## src/shared/supervision_timer_pkg.sv

```systemverilog
/*
 * constants for the supervision timer: register indices, field positions,
 * reset values and counts.
 * assumes a 32-bit axi4-lite register bus and a sampled ~1 khz watchdog clock.
 */
// Functional notes
// - counting continues in every sleep mode
// - control write syncs over; pending flag meanwhile
// - kick takes two to three ticks
// - kick during kick sync is dropped
// - key then protected write within four instructions
// - unguarded protected write accepted, value kept
// - window, timeout, lock guarded; pending flag not
// - bits 7:4 closed span, nonzero enables window
// - bits 3:0 enable, timeout or open span
// - codes 1..11 give 8 to 8k ticks
// - lock makes control register read-only
// - software sets lock; clears only in debug
// - nonzero timeout after boot sets lock
// - status resets to zero; pending bit0, lock bit7
// - control resets from boot configuration fuse
// - normal mode: kick restarts, expiry resets system
// - window mode: early kick or late kick resets
// - first closed span starts after first kick
package supervision_timer_pkg;
    localparam logic [5:0] CONTROL_A_INDEX = 6'h00;
    localparam logic [5:0] STATUS_INDEX = 6'h01;
    localparam logic [5:0] CHANGE_GUARD_INDEX = 6'h02;
    localparam int PERIOD_LSB = 0;
    localparam int WINDOW_LSB = 4;
    localparam int PENDING_BIT = 0;
    localparam int LOCK_BIT = 7;
    localparam logic [7:0] STATUS_RESET = 8'h00;
    localparam logic [3:0] CODE_MAX = 4'hB;
    localparam logic [3:0] CODE_SHIFT = 4'h2;
    localparam logic [13:0] SPAN_MAX = 14'h2000;
    localparam logic [1:0] SYNC_TICKS = 2'h3;
    localparam logic [2:0] GUARD_INSTRS = 3'h4;
    localparam logic [1:0] RESP_OKAY = 2'h0;
    localparam logic [1:0] RESP_SLVERR = 2'h2;
    typedef enum logic [1:0] {WD_OFF, WD_RUN, WD_CLOSED, WD_OPEN} wd_state_t;
endpackage : supervision_timer_pkg

```

## src/shared/tick_sync_if.sv

```systemverilog
/*
 * carrier between the timer top and its tick-domain synchroniser.
 * assumes one clock; tick is a one-cycle pulse per rising watchdog clock edge.
 */
`timescale 1ns/1ps
interface tick_sync_if;
    logic tick;
    logic start;
    logic busy;
    logic done;
    modport owner (output tick, output start, input busy, input done);
    modport syncer (input tick, input start, output busy, output done);
endinterface : tick_sync_if

```

## src/tick_sync.sv

```systemverilog
/*
 * carries a request across a fixed number of watchdog ticks.
 * assumes start is a one-cycle pulse and tick a one-cycle pulse.
 */
`timescale 1ns/1ps
module tick_sync (
    input wire logic clk_sys,
    input wire logic resetn,
    tick_sync_if.syncer port
);
    typedef struct packed {
        logic busy;
        logic done;
        logic [1:0] cnt;
    } sync_state_t;
    sync_state_t q;
    sync_state_t d;

    always_comb begin
        d = q;
        d.done = 1'b0;
        if (port.start && !q.busy) begin
            // a start while busy is dropped, not queued
            d.busy = 1'b1;
            d.cnt = 2'h0;
        end else if (q.busy && port.tick) begin
            // first tick may come at once, so 2 to 3 tick periods in all
            if (q.cnt == supervision_timer_pkg::SYNC_TICKS - 2'h1) begin
                d.busy = 1'b0;
                d.done = 1'b1;
            end else begin
                d.cnt = q.cnt + 2'h1;
            end
        end
    end

    always_ff @(posedge clk_sys or negedge resetn) begin
        if (!resetn) begin
            q <= '0;
        end else begin
            q <= d;
        end
    end

    assign port.busy = q.busy;
    assign port.done = q.done;
endmodule : tick_sync

```

## src/supervision_timer.sv

```systemverilog
/*
 * windowed supervision timer with guarded configuration and lock,
 * reached over axi4-lite.
 * assumes wd_clk is a slow level sampled on clk_sys, kick_instr and
 * instr_step are one-cycle pulses from the cpu core.
 */
// Decided for this implementation: the AXI4-Lite interface to the registers.
`timescale 1ns/1ps
module supervision_timer #(
    parameter logic [7:0] IO_UNLOCK_KEY = 8'h5A // arbitrary value
) (
    input wire logic clk_sys,
    input wire logic resetn,
    input wire logic [7:0] awaddr,
    input wire logic awvalid,
    output logic awready,
    input wire logic [31:0] wdata,
    input wire logic [3:0] wstrb,
    input wire logic wvalid,
    output logic wready,
    output logic [1:0] bresp,
    output logic bvalid,
    input wire logic bready,
    input wire logic [7:0] araddr,
    input wire logic arvalid,
    output logic arready,
    output logic [31:0] rdata,
    output logic [1:0] rresp,
    output logic rvalid,
    input wire logic rready,
    input wire logic wd_clk,
    input wire logic kick_instr,
    input wire logic instr_step,
    input wire logic debug_mode,
    input wire logic cpu_halted,
    input wire logic boot_done,
    input wire logic [7:0] boot_cfg_fuse,
    output logic sys_reset_req
);
    typedef struct packed {
        logic awready;
        logic wready;
        logic aw_held;
        logic w_held;
        logic [5:0] aw_index;
        logic [7:0] w_byte;
        logic w_lane0;
        logic bvalid;
        logic [1:0] bresp;
        logic arready;
        logic rvalid;
        logic [31:0] rdata;
        logic [1:0] rresp;
        logic fuse_loaded;
        logic boot_prev;
        logic [7:0] control_a;
        logic [7:0] active_ctrl;
        logic lock;
        logic [2:0] guard_cnt;
        logic ctrl_start;
        logic wd_prev;
        supervision_timer_pkg::wd_state_t wd_state;
        logic [13:0] count;
        logic reset_req;
    } top_state_t;

    top_state_t q;
    top_state_t d;

    tick_sync_if ctrl_sync ();
    tick_sync_if kick_sync ();

    tick_sync ctrl_xfer (
        .clk_sys(clk_sys),
        .resetn(resetn),
        .port(ctrl_sync.syncer)
    );

    tick_sync kick_xfer (
        .clk_sys(clk_sys),
        .resetn(resetn),
        .port(kick_sync.syncer)
    );

    // wd_clk is sampled, so one tick per rising edge of it
    logic tick;
    // held off until the fuse is in, so a high wd_clk at reset release is no tick
    assign tick = wd_clk && !q.wd_prev && q.fuse_loaded;
    assign ctrl_sync.tick = tick;
    assign kick_sync.tick = tick;
    assign ctrl_sync.start = q.ctrl_start;
    assign kick_sync.start = kick_instr;

    function automatic logic [13:0] span_of(input logic [3:0] code);
        if (code == 4'h0) begin
            span_of = 14'h0000;
        end else if (code > supervision_timer_pkg::CODE_MAX) begin
            // reserved codes behave as the longest span
            span_of = supervision_timer_pkg::SPAN_MAX;
        end else begin
            span_of = 14'h0001 << (code + supervision_timer_pkg::CODE_SHIFT);
        end
    endfunction : span_of

    logic pending;
    logic guard_open;
    logic [3:0] act_period;
    logic [3:0] act_window;
    logic [13:0] period_span;
    logic [13:0] window_span;
    logic [5:0] rd_index;

    assign pending = q.ctrl_start || ctrl_sync.busy;
    assign guard_open = q.guard_cnt != 3'h0;
    assign act_period = q.active_ctrl[supervision_timer_pkg::PERIOD_LSB +: 4];
    assign act_window = q.active_ctrl[supervision_timer_pkg::WINDOW_LSB +: 4];
    assign period_span = span_of(act_period);
    assign window_span = span_of(act_window);
    assign rd_index = araddr[7:2];

    always_comb begin
        d = q;
        d.ctrl_start = 1'b0;
        d.wd_prev = wd_clk;
        // a boot_done held through reset still gives one edge once control holds the fuse
        d.boot_prev = boot_done && q.fuse_loaded;

        // boot: control takes the fuse once after reset release
        if (!q.fuse_loaded) begin
            d.fuse_loaded = 1'b1;
            d.control_a = boot_cfg_fuse;
            d.active_ctrl = boot_cfg_fuse;
        end

        // guard window counts down per executed instruction
        if (instr_step && guard_open) begin
            d.guard_cnt = q.guard_cnt - 3'h1;
        end

        // write address and data may arrive in either order
        if (awvalid && q.awready) begin
            d.aw_held = 1'b1;
            d.aw_index = awaddr[7:2];
        end
        if (wvalid && q.wready) begin
            d.w_held = 1'b1;
            d.w_byte = wdata[7:0];
            d.w_lane0 = wstrb[0];
        end
        if (q.bvalid && bready) begin
            d.bvalid = 1'b0;
        end
        if (q.aw_held && q.w_held && !q.bvalid) begin
            d.aw_held = 1'b0;
            d.w_held = 1'b0;
            d.bvalid = 1'b1;
            d.bresp = supervision_timer_pkg::RESP_OKAY;
            case (q.aw_index)
                supervision_timer_pkg::CONTROL_A_INDEX: begin
                    // refused writes still answer okay, value kept
                    if (q.w_lane0 && guard_open && !q.lock && !pending) begin
                        d.control_a = q.w_byte;
                        d.ctrl_start = 1'b1;
                        d.guard_cnt = 3'h0;
                    end
                end
                supervision_timer_pkg::STATUS_INDEX: begin
                    // pending bit is read-only, so it needs no key
                    if (q.w_lane0 && guard_open) begin
                        if (q.w_byte[supervision_timer_pkg::LOCK_BIT]) begin
                            d.lock = 1'b1;
                        end else if (debug_mode) begin
                            d.lock = 1'b0;
                        end
                        d.guard_cnt = 3'h0;
                    end
                end
                supervision_timer_pkg::CHANGE_GUARD_INDEX: begin
                    if (q.w_lane0 && q.w_byte == IO_UNLOCK_KEY) begin
                        d.guard_cnt = supervision_timer_pkg::GUARD_INSTRS;
                    end
                end
                default: begin
                    d.bresp = supervision_timer_pkg::RESP_SLVERR;
                end
            endcase
        end

        // hardware set of the lock wins over a debug clear
        if (boot_done && !q.boot_prev && q.control_a[supervision_timer_pkg::PERIOD_LSB +: 4] != 4'h0) begin
            d.lock = 1'b1;
        end

        d.awready = !d.aw_held && !d.bvalid;
        d.wready = !d.w_held && !d.bvalid;

        // read channel
        if (arvalid && q.arready) begin
            d.rvalid = 1'b1;
            d.rresp = supervision_timer_pkg::RESP_OKAY;
            d.rdata = 32'h0000_0000;
            case (rd_index)
                supervision_timer_pkg::CONTROL_A_INDEX: begin
                    d.rdata[7:0] = q.control_a;
                end
                supervision_timer_pkg::STATUS_INDEX: begin
                    d.rdata[supervision_timer_pkg::LOCK_BIT] = q.lock;
                    d.rdata[supervision_timer_pkg::PENDING_BIT] = pending;
                end
                supervision_timer_pkg::CHANGE_GUARD_INDEX: begin
                    d.rdata[2:0] = q.guard_cnt;
                end
                default: begin
                    d.rresp = supervision_timer_pkg::RESP_SLVERR;
                end
            endcase
        end else if (q.rvalid && rready) begin
            d.rvalid = 1'b0;
        end
        d.arready = !d.rvalid;

        // timer side; nothing here looks at sleep, so it runs on in every sleep mode
        if (ctrl_sync.done) begin
            // new setting: window mode waits for its first kick
            d.active_ctrl = q.control_a;
            d.count = 14'h0000;
            d.wd_state = (q.control_a[supervision_timer_pkg::PERIOD_LSB +: 4] != 4'h0) ?
                supervision_timer_pkg::WD_RUN : supervision_timer_pkg::WD_OFF;
        end else if (cpu_halted) begin
            // halt clears the count; restart behaves as normal mode until a kick
            d.count = 14'h0000;
            d.wd_state = (act_period != 4'h0) ? supervision_timer_pkg::WD_RUN : supervision_timer_pkg::WD_OFF;
        end else begin
            case (q.wd_state)
                supervision_timer_pkg::WD_OFF: begin
                    d.count = 14'h0000;
                    if (act_period != 4'h0) begin
                        d.wd_state = supervision_timer_pkg::WD_RUN;
                    end
                end
                supervision_timer_pkg::WD_RUN: begin
                    if (kick_sync.done) begin
                        d.count = 14'h0000;
                        if (act_window != 4'h0) begin
                            d.wd_state = supervision_timer_pkg::WD_CLOSED;
                        end
                    end else if (tick) begin
                        if (q.count + 14'h0001 >= period_span) begin
                            d.reset_req = 1'b1;
                        end else begin
                            d.count = q.count + 14'h0001;
                        end
                    end
                end
                supervision_timer_pkg::WD_CLOSED: begin
                    if (kick_sync.done) begin
                        d.reset_req = 1'b1;
                    end else if (tick) begin
                        if (q.count + 14'h0001 >= window_span) begin
                            d.count = 14'h0000;
                            d.wd_state = supervision_timer_pkg::WD_OPEN;
                        end else begin
                            d.count = q.count + 14'h0001;
                        end
                    end
                end
                supervision_timer_pkg::WD_OPEN: begin
                    if (kick_sync.done) begin
                        d.count = 14'h0000;
                        d.wd_state = supervision_timer_pkg::WD_CLOSED;
                    end else if (tick) begin
                        if (q.count + 14'h0001 >= period_span) begin
                            d.reset_req = 1'b1;
                        end else begin
                            d.count = q.count + 14'h0001;
                        end
                    end
                end
                default: begin
                    d.wd_state = supervision_timer_pkg::WD_OFF;
                end
            endcase
        end
    end

    always_ff @(posedge clk_sys or negedge resetn) begin
        if (!resetn) begin
            q <= '0;
            q.wd_state <= supervision_timer_pkg::WD_OFF;
        end else begin
            q <= d;
        end
    end

    assign awready = q.awready;
    assign wready = q.wready;
    assign bvalid = q.bvalid;
    assign bresp = q.bresp;
    assign arready = q.arready;
    assign rvalid = q.rvalid;
    assign rdata = q.rdata;
    assign rresp = q.rresp;
    assign sys_reset_req = q.reset_req;
endmodule : supervision_timer

```

## config.mk

```make
export PLATFORM = sky130hd
export DESIGN_NAME = supervision_timer
export DESIGN_NICKNAME = d
export VERILOG_FILES = /design/src/shared/supervision_timer_pkg.sv /design/src/shared/tick_sync_if.sv /design/src/tick_sync.sv /design/src/supervision_timer.sv
export SDC_FILE = /design/constraint.sdc
export NUM_CORES = 1
export LEC_CHECK = 0
export BUFFER_PORTS_ARGS = -buffer_cell sky130_fd_sc_hd__buf_2
export CAP_MARGIN = 20
export CORE_MARGIN = 3
export CORE_UTILIZATION = 51
export CTS_BUF_LIST = sky130_fd_sc_hd__clkbuf_4
export DETAILED_ROUTE_END_ITERATION = 10
export GPL_TIMING_DRIVEN = 0
export PLACE_DENSITY = 0.9
export SKIP_CTS_REPAIR_TIMING = 1
export SLEW_MARGIN = 20
export SYNTH_ARGS = -nofsm -noshare
export SYNTH_HDL_FRONTEND = slang
export SYNTH_SLANG_ARGS = --single-unit
```

## constraint.sdc

```tcl
create_clock -name clk_sys -period 3.1 [get_ports clk_sys]
set_input_delay 0.31 -clock clk_sys [delete_from_list [all_inputs] [get_ports clk_sys]]
set_output_delay 0.31 -clock clk_sys [all_outputs]
set_load 0.02 [all_outputs]
```

* Yosys cells after proc, flatten, opt, wreduce, memory -nomap -nowiden
Index checks and enable logic that the tools add are counted.
W data, S select, Z words.
** Storage, ports and cells
- Flip-flop bits (word level) :: 83
- Input bits :: 73
- Output and inout bits :: 42
- Logic and storage cells :: 197
** Operators by class
- Add/subtract/negate cells :: 6
- Magnitude comparators :: 4
- Equal/unequal tests :: 24
- Shift-type cells :: 2
- Multiplexer cells :: 65
- Bitwise operators :: 2
- Reductions and logical operators :: 64
** Operators with widths (count)
- $mux W14 :: 7
- $mux W16 :: 5
- $pmux W16 S4 :: 1
- $mux W8 :: 4
- $ge A14 B14 Y1 :: 2
- $mux W2 :: 14
- $shl A1 B4 Y14 const A :: 2
- $logic_and A1 B1 Y1 :: 23
- $mux W4 :: 5
- $mux W1 :: 19
- $reduce_bool A2 Y1 :: 8
- $mux W15 :: 1
- $add A14 B1 Y14 const B :: 1
- $reduce_and A7 Y1 :: 2
- $eq A6 B1 Y1 const B :: 2
- $eq A6 B2 Y1 const B :: 2
- $logic_not A6 Y1 :: 2
- $ne A2 B1 Y1 const B :: 6
- $ne A4 B2 Y1 const B :: 3
- $ne A4 B3 Y1 const B :: 3
- $reduce_bool A4 Y1 :: 3
- $logic_not A1 Y1 :: 11
- $reduce_and A2 Y1 :: 5
- $mux W3 :: 3
- other kinds (22) :: 33

* Depth between registers and ports, before layout
- Depth after elaboration :: 11
- Mapped depth :: 13
- Depth with buffers taken out :: 12

* Cells and area by module
A second synthesis with hierarchy kept.
** Unflattened totals
- Cell total of the unflattened synthesis :: 535
- Area total of the unflattened synthesis :: 4981.0 µm²
** By module, submodules not included
- supervision_timer :: instances 1, cells an instance 505, area each 4610.7 µm², sequential area each 1826.8 µm²
- tick_sync :: instances 2, cells an instance 15, area each 185.2 µm², sequential area each 100.1 µm²

* Least setup slack after synthesis
Ideal clock, no wire load.
- Path type :: reg-to-reg
- Start :: reg q (netlist bit act_window[2])
- End :: reg q[9] in the netlist's numbering
- Library setup time :: 0.078 ns
- Arrival time :: 2.880 ns
- Data required time :: 3.022 ns
- Path slack :: 0.142 ns
- Cell stages (with the launch flop) :: 13
- Path buffers :: 0
- Period minus slack after synthesis :: 2.958 ns
- Cell sequence :: dfrtp_1 -> ha_1 -> nor3b_1 -> nor2_1 -> nor2_1 -> nand2_1 -> ha_1 -> a21oi_1 -> nand2_1 -> a211o_1 -> a221o_1 -> or3_1 -> o2bb2ai_1
** Between the ends
- Word-level cells in the longest chain between the ends :: 11
- Elaborated cells between the ends (all ways) :: 13
- Those cells by class :: 1 x add/sub; 2 x order compare; 1 x shift; 8 x mux; 1 x reduce/logical
** RTL lines
- start, declared :: line supervision_timer.sv:67 : top_state_t q;
- $add A4 B2 Y4 :: line supervision_timer.sv:101 : span_of = 14'h0001 << (code + supervision_timer_pkg::CODE_SHIFT);
- $shl A1 B4 Y14 :: line supervision_timer.sv:101
- $mux W14 :: line supervision_timer.sv:97 : end else if (code > supervision_timer_pkg::CODE_MAX) begin
- $mux W14 (*) :: line supervision_timer.sv:95 : if (code == 4'h0) begin
- $ge A14 B14 Y1 (*) :: line supervision_timer.sv:259 : if (q.count + 14'h0001 >= window_span) begin
- $mux W14 (*) :: line supervision_timer.sv:259
- $mux W16 (*) :: line supervision_timer.sv:258 : end else if (tick) begin
- $mux W16 (*) :: line supervision_timer.sv:256 : if (kick_sync.done) begin
- $pmux W16 S4 (*) :: line supervision_timer.sv:234 : case (q.wd_state)
- $mux W16 (*) :: line supervision_timer.sv:229 : end else if (cpu_halted) begin
- $mux W16 (*) :: line supervision_timer.sv:223 : if (ctrl_sync.done) begin
Every way passes the cells marked *; elsewhere a longest branch is shown, timed or not. The select of a mux whose other input is x is not followed.
A chain may end at the register's enable or synchronous reset.

* Worst setup path in the final report
- Start :: reg q[1] in the netlist's numbering
- End :: reg q[1] in the netlist's numbering
** Between the ends
- Word-level cells in the longest chain between the ends :: 8
- Elaborated cells between the ends (all ways) :: 12
- Those cells by class :: 1 x add/sub; 2 x order compare; 9 x mux
** RTL lines (line)
- $add A14 B1 Y14
- $ge A14 B14 Y1 (on tied branches) :: supervision_timer.sv:248, supervision_timer.sv:272, supervision_timer.sv:259
- $mux W14 (on tied branches) :: supervision_timer.sv:248, supervision_timer.sv:272, supervision_timer.sv:259
- $mux W15 / $mux W16 (equally long branches) :: supervision_timer.sv:247, supervision_timer.sv:258
- $mux W14 / $mux W16 (equally long branches) :: supervision_timer.sv:268, supervision_timer.sv:256
- $pmux W16 S4 (*) :: supervision_timer.sv:234
- $mux W16 (*) :: supervision_timer.sv:229
- $mux W16 (*) :: supervision_timer.sv:223
Marked as above.

==> parameters.txt <==
Parameter                              Value

Status
  Status    complete, but fails checks
  Violations in the final reports    negative setup slack

Setup path
  Critical Path End Type    flop
  Critical register-to-register path startpoint    q[1]
  Setup crit start kind    flop
  Arr. time, crit path    3570 ps
  Worst-path maximum fanout    5
  Worst setup path class    reg2reg
  Slack of the worst reg-to-reg path    -110 ps
  Worst endpoint required time    3460 ps
  Worst r2r dst    q[1]
  R2R cell count    13

Floorplanning
  Io pins    115
  Floorplan Core Area    9503 µm²
  Die width    106.1 µm
  Die outline height    106.1 µm
  Row Count    35
  Area enclosed by the die boundary    11,250 µm²
  Starting density of the core    0.5376

Placement
  Instance area after placement    5672 µm²
  Placer congestion estimate    0.9151
  Number of port buffers    57
  Placed cells    766
  Minimum setup slack after placement    -533.9 ps
  HPWL after detailed placement    9.462 mm

Synthesis
  Cell area after synthesis    5109 µm²
  Post-Syn Instances    554
  Async SR Flop Fraction    1.000
  Distinct cell type count after synthesis    56
  Top area cells in the synthesized netlist    sky130_fd_sc_hd__dfrtp_1 (40%), sky130_fd_sc_hd__ha_1 (8.6%), sky130_fd_sc_hd__buf_4 (5.3%), sky130_fd_sc_hd__nand2_1 (5.0%), sky130_fd_sc_hd__o21ai_0 (4.0%)
  Cell taking the most area after synthesis    sky130_fd_sc_hd__dfrtp_1
  Synthesized area per cell    9.221 µm²
  Share of the synthesized area in the top cell type    0.3968
  Sequential element share of the synthesized area    0.3968
  Ys flop type    sky130_fd_sc_hd__dfrtp_1
  Post-synth EDFFs    0
  Number of warnings issued by yosys    0
  FF+latch count, synth    81

Timing
  Worst Hold Slack    57.27 ps
  Highest clock rate    311.7 MHz
  Count of endpoints failing hold in the final timing report    0
  Max Transition Viols Final    0
  RSZ-0062 raised after global routing    yes
  Fin crit share    1.035
  Slew @ Worst Pin    811.6 ps
  Post-route clock skew    25.94 ps
  Post-route setup TNS    -422.1 ps
  Count of final setup violators    11
  Shortest period the worst path allows    3208 ps
  Fin worst setup slack    -108.0 ps
  Rel. slew slack    0.4548

Hold path
  Hold Path Cell Cnt    2
  Hold Path End    awready
  Class of the most critical hold timing path    in2reg
  Worst hold start    awvalid

Layout
  Fraction of layout cells with a size suffix above 1    0.3405
  Signed area change from the synthesized netlist to the final layout    26.89%
  Commonest cells after routing, fill and taps aside    sky130_fd_sc_hd__buf_4 (81), sky130_fd_sc_hd__dfrtp_1 (72), sky130_fd_sc_hd__nand2_1 (64), sky130_fd_sc_hd__buf_2 (61), sky130_fd_sc_hd__o21ai_0 (38)
  Summed area of non-filler cells in the final layout    6482 µm²
  Count of antenna diodes in the layout    0
  Number of nets in the layout    796
  Most common cell after layout, fill and taps aside    sky130_fd_sc_hd__buf_4
  Non-filler instance count after layout    822

GRT
  Largest net degree at the start of global routing    46
  Vias in the first global route    4,430
  First-pass GRT wire length    20.28 mm
  GRT Resource Usage Total    0.2214
  Overflow left after global routing    0
  Initial antenna violation count    0

Power
  Leak Pwr    3.140 nW
  Peak VDD IR    0.4632 mV
  Cell Pwr Density    596.1 nW/µm²

Route
  Remaining antenna violation count    0
  Number of vias per cell after detailed routing    5.635
  Number of design-rule violations left by the first detailed-router iteration    281
  Drt pass-1 iters    5
  Total Routed Length    13.36 mm
  Number of vias in the routed layout    4,632
  Wire per inst    16.26 µm
  Number of design rule violations left after detail routing    0

CTS
  CTS Buffer Depth    2
  Clock tree root driver cell    sky130_fd_sc_hd__clkbuf_4
  CTS tree    done
  TritonCTS buffer count    9
  Clock transition at the registers of the reported paths    170 ps
  Clock network latency to the later pin of the worst-skew pair    450 ps
  CTS H-Tree Depth    3
  Sinks on Clock Net    81

Flow run
  # Max-Cap Violations    0
==> logic make-up (layout without fill, tap and decap cells) <==
logic type      after synthesis  after routing  synth area share
flops                        81             81            0.3968
mux                          21             21           0.04531
buf+inv                      66            180           0.07641
fa+ha+maj                    35             35           0.08572
simple gates                207            207            0.2163
compound gates              126            126            0.1506
xor+xnor                     16             16           0.02743
other cells                   2             27          0.001470
==> stage by stage <==
| stage | power, mW | util |
|---|---|---|
| after floorplan | 2.493 | - |
| after global placement | 2.775 | 0.5945 |
| after detailed placement | 2.889 | 0.5968 |
| after CTS | 3.524 | 0.6117 |
| after global routing | 4.128 | 0.6822 |
| final | 3.864 | 0.6822 |
==> worst max-delay path by stage <==
stage | startpoint | endpoint | slack [ps] | depth (start not counted)
final | q[1] | q[1] | -110 | 13
after floorplan | act_window[2] | q[9] | 140 | 12
after CTS | q[1] | q[6] | -600 | 13
after global routing | q[1] | q[15] | -270 | 12
after detailed placement | q[1] | q[6] | -530 | 13
after global placement | q[1] | q[10] | -400 | 13
==> worst max-delay path, cell delays in order, from the launching register on <==
cell	delay, ps
sky130_fd_sc_hd__dfrtp_2	460
sky130_fd_sc_hd__ha_4	170
sky130_fd_sc_hd__and4_4	250
sky130_fd_sc_hd__nand4_1	250
sky130_fd_sc_hd__xnor2_2	260
sky130_fd_sc_hd__ha_4	310
sky130_fd_sc_hd__nand4_1	110
sky130_fd_sc_hd__buf_4	170
sky130_fd_sc_hd__nor4_4	330
sky130_fd_sc_hd__buf_4	170
sky130_fd_sc_hd__a221o_2	220
sky130_fd_sc_hd__buf_4	140
sky130_fd_sc_hd__nor2_1	40
sky130_fd_sc_hd__mux2_2	240
==> routing by layer <==
metal	GRT usage	wire (µm)	share of wire
met4	0.08511	405	0.030
met5	0	0	0
met1	0.2687	5172	0.39
met3	0.04918	806	0.060
met2	0.3834	6976	0.52
==> Yosys cell counts (all sizes together) (5+ instances only) <==
cell type  instances
dfrtp             81
nand2             68
buf               46
o21ai             41
a21oi             40
ha                35
nor2              29
nor2b             21
nand3             18
mux2              17
xnor2             13
and4              10
clkbuf            10
inv               10
a21o               9
nand3b             8
nand4              8
nor3               8
o211ai             8
nor3b              6
nor4               5
==> where the power goes <==
part           total (mW)  internal, mW  switching [mW]
clock network       0.632         0.194           0.438
logic                1.67         0.792           0.878
registers            1.56          1.31           0.253
total                3.86          2.30            1.57
==> layout make-up <==
cell class,instances,area (µm²)
plain buffers,52,355.3
clock buffers,9,67.56
clock inverters,7,73.82
fillers,717,3020
inverters,10,37.54
multi-input cells,432,3102
flip-flops and latches,81,2038
well taps,129,161.4
repair buffers,102,646.9
==> flip-flops by register name (all words and copies together) (netlist names), 2 cells and up <==
register,count
act_window,4
kick_xfer.q,2
act_period,4
q,48
rdata,8
ctrl_xfer.q,2
Note: power is estimated with default switching activity, not from simulation.
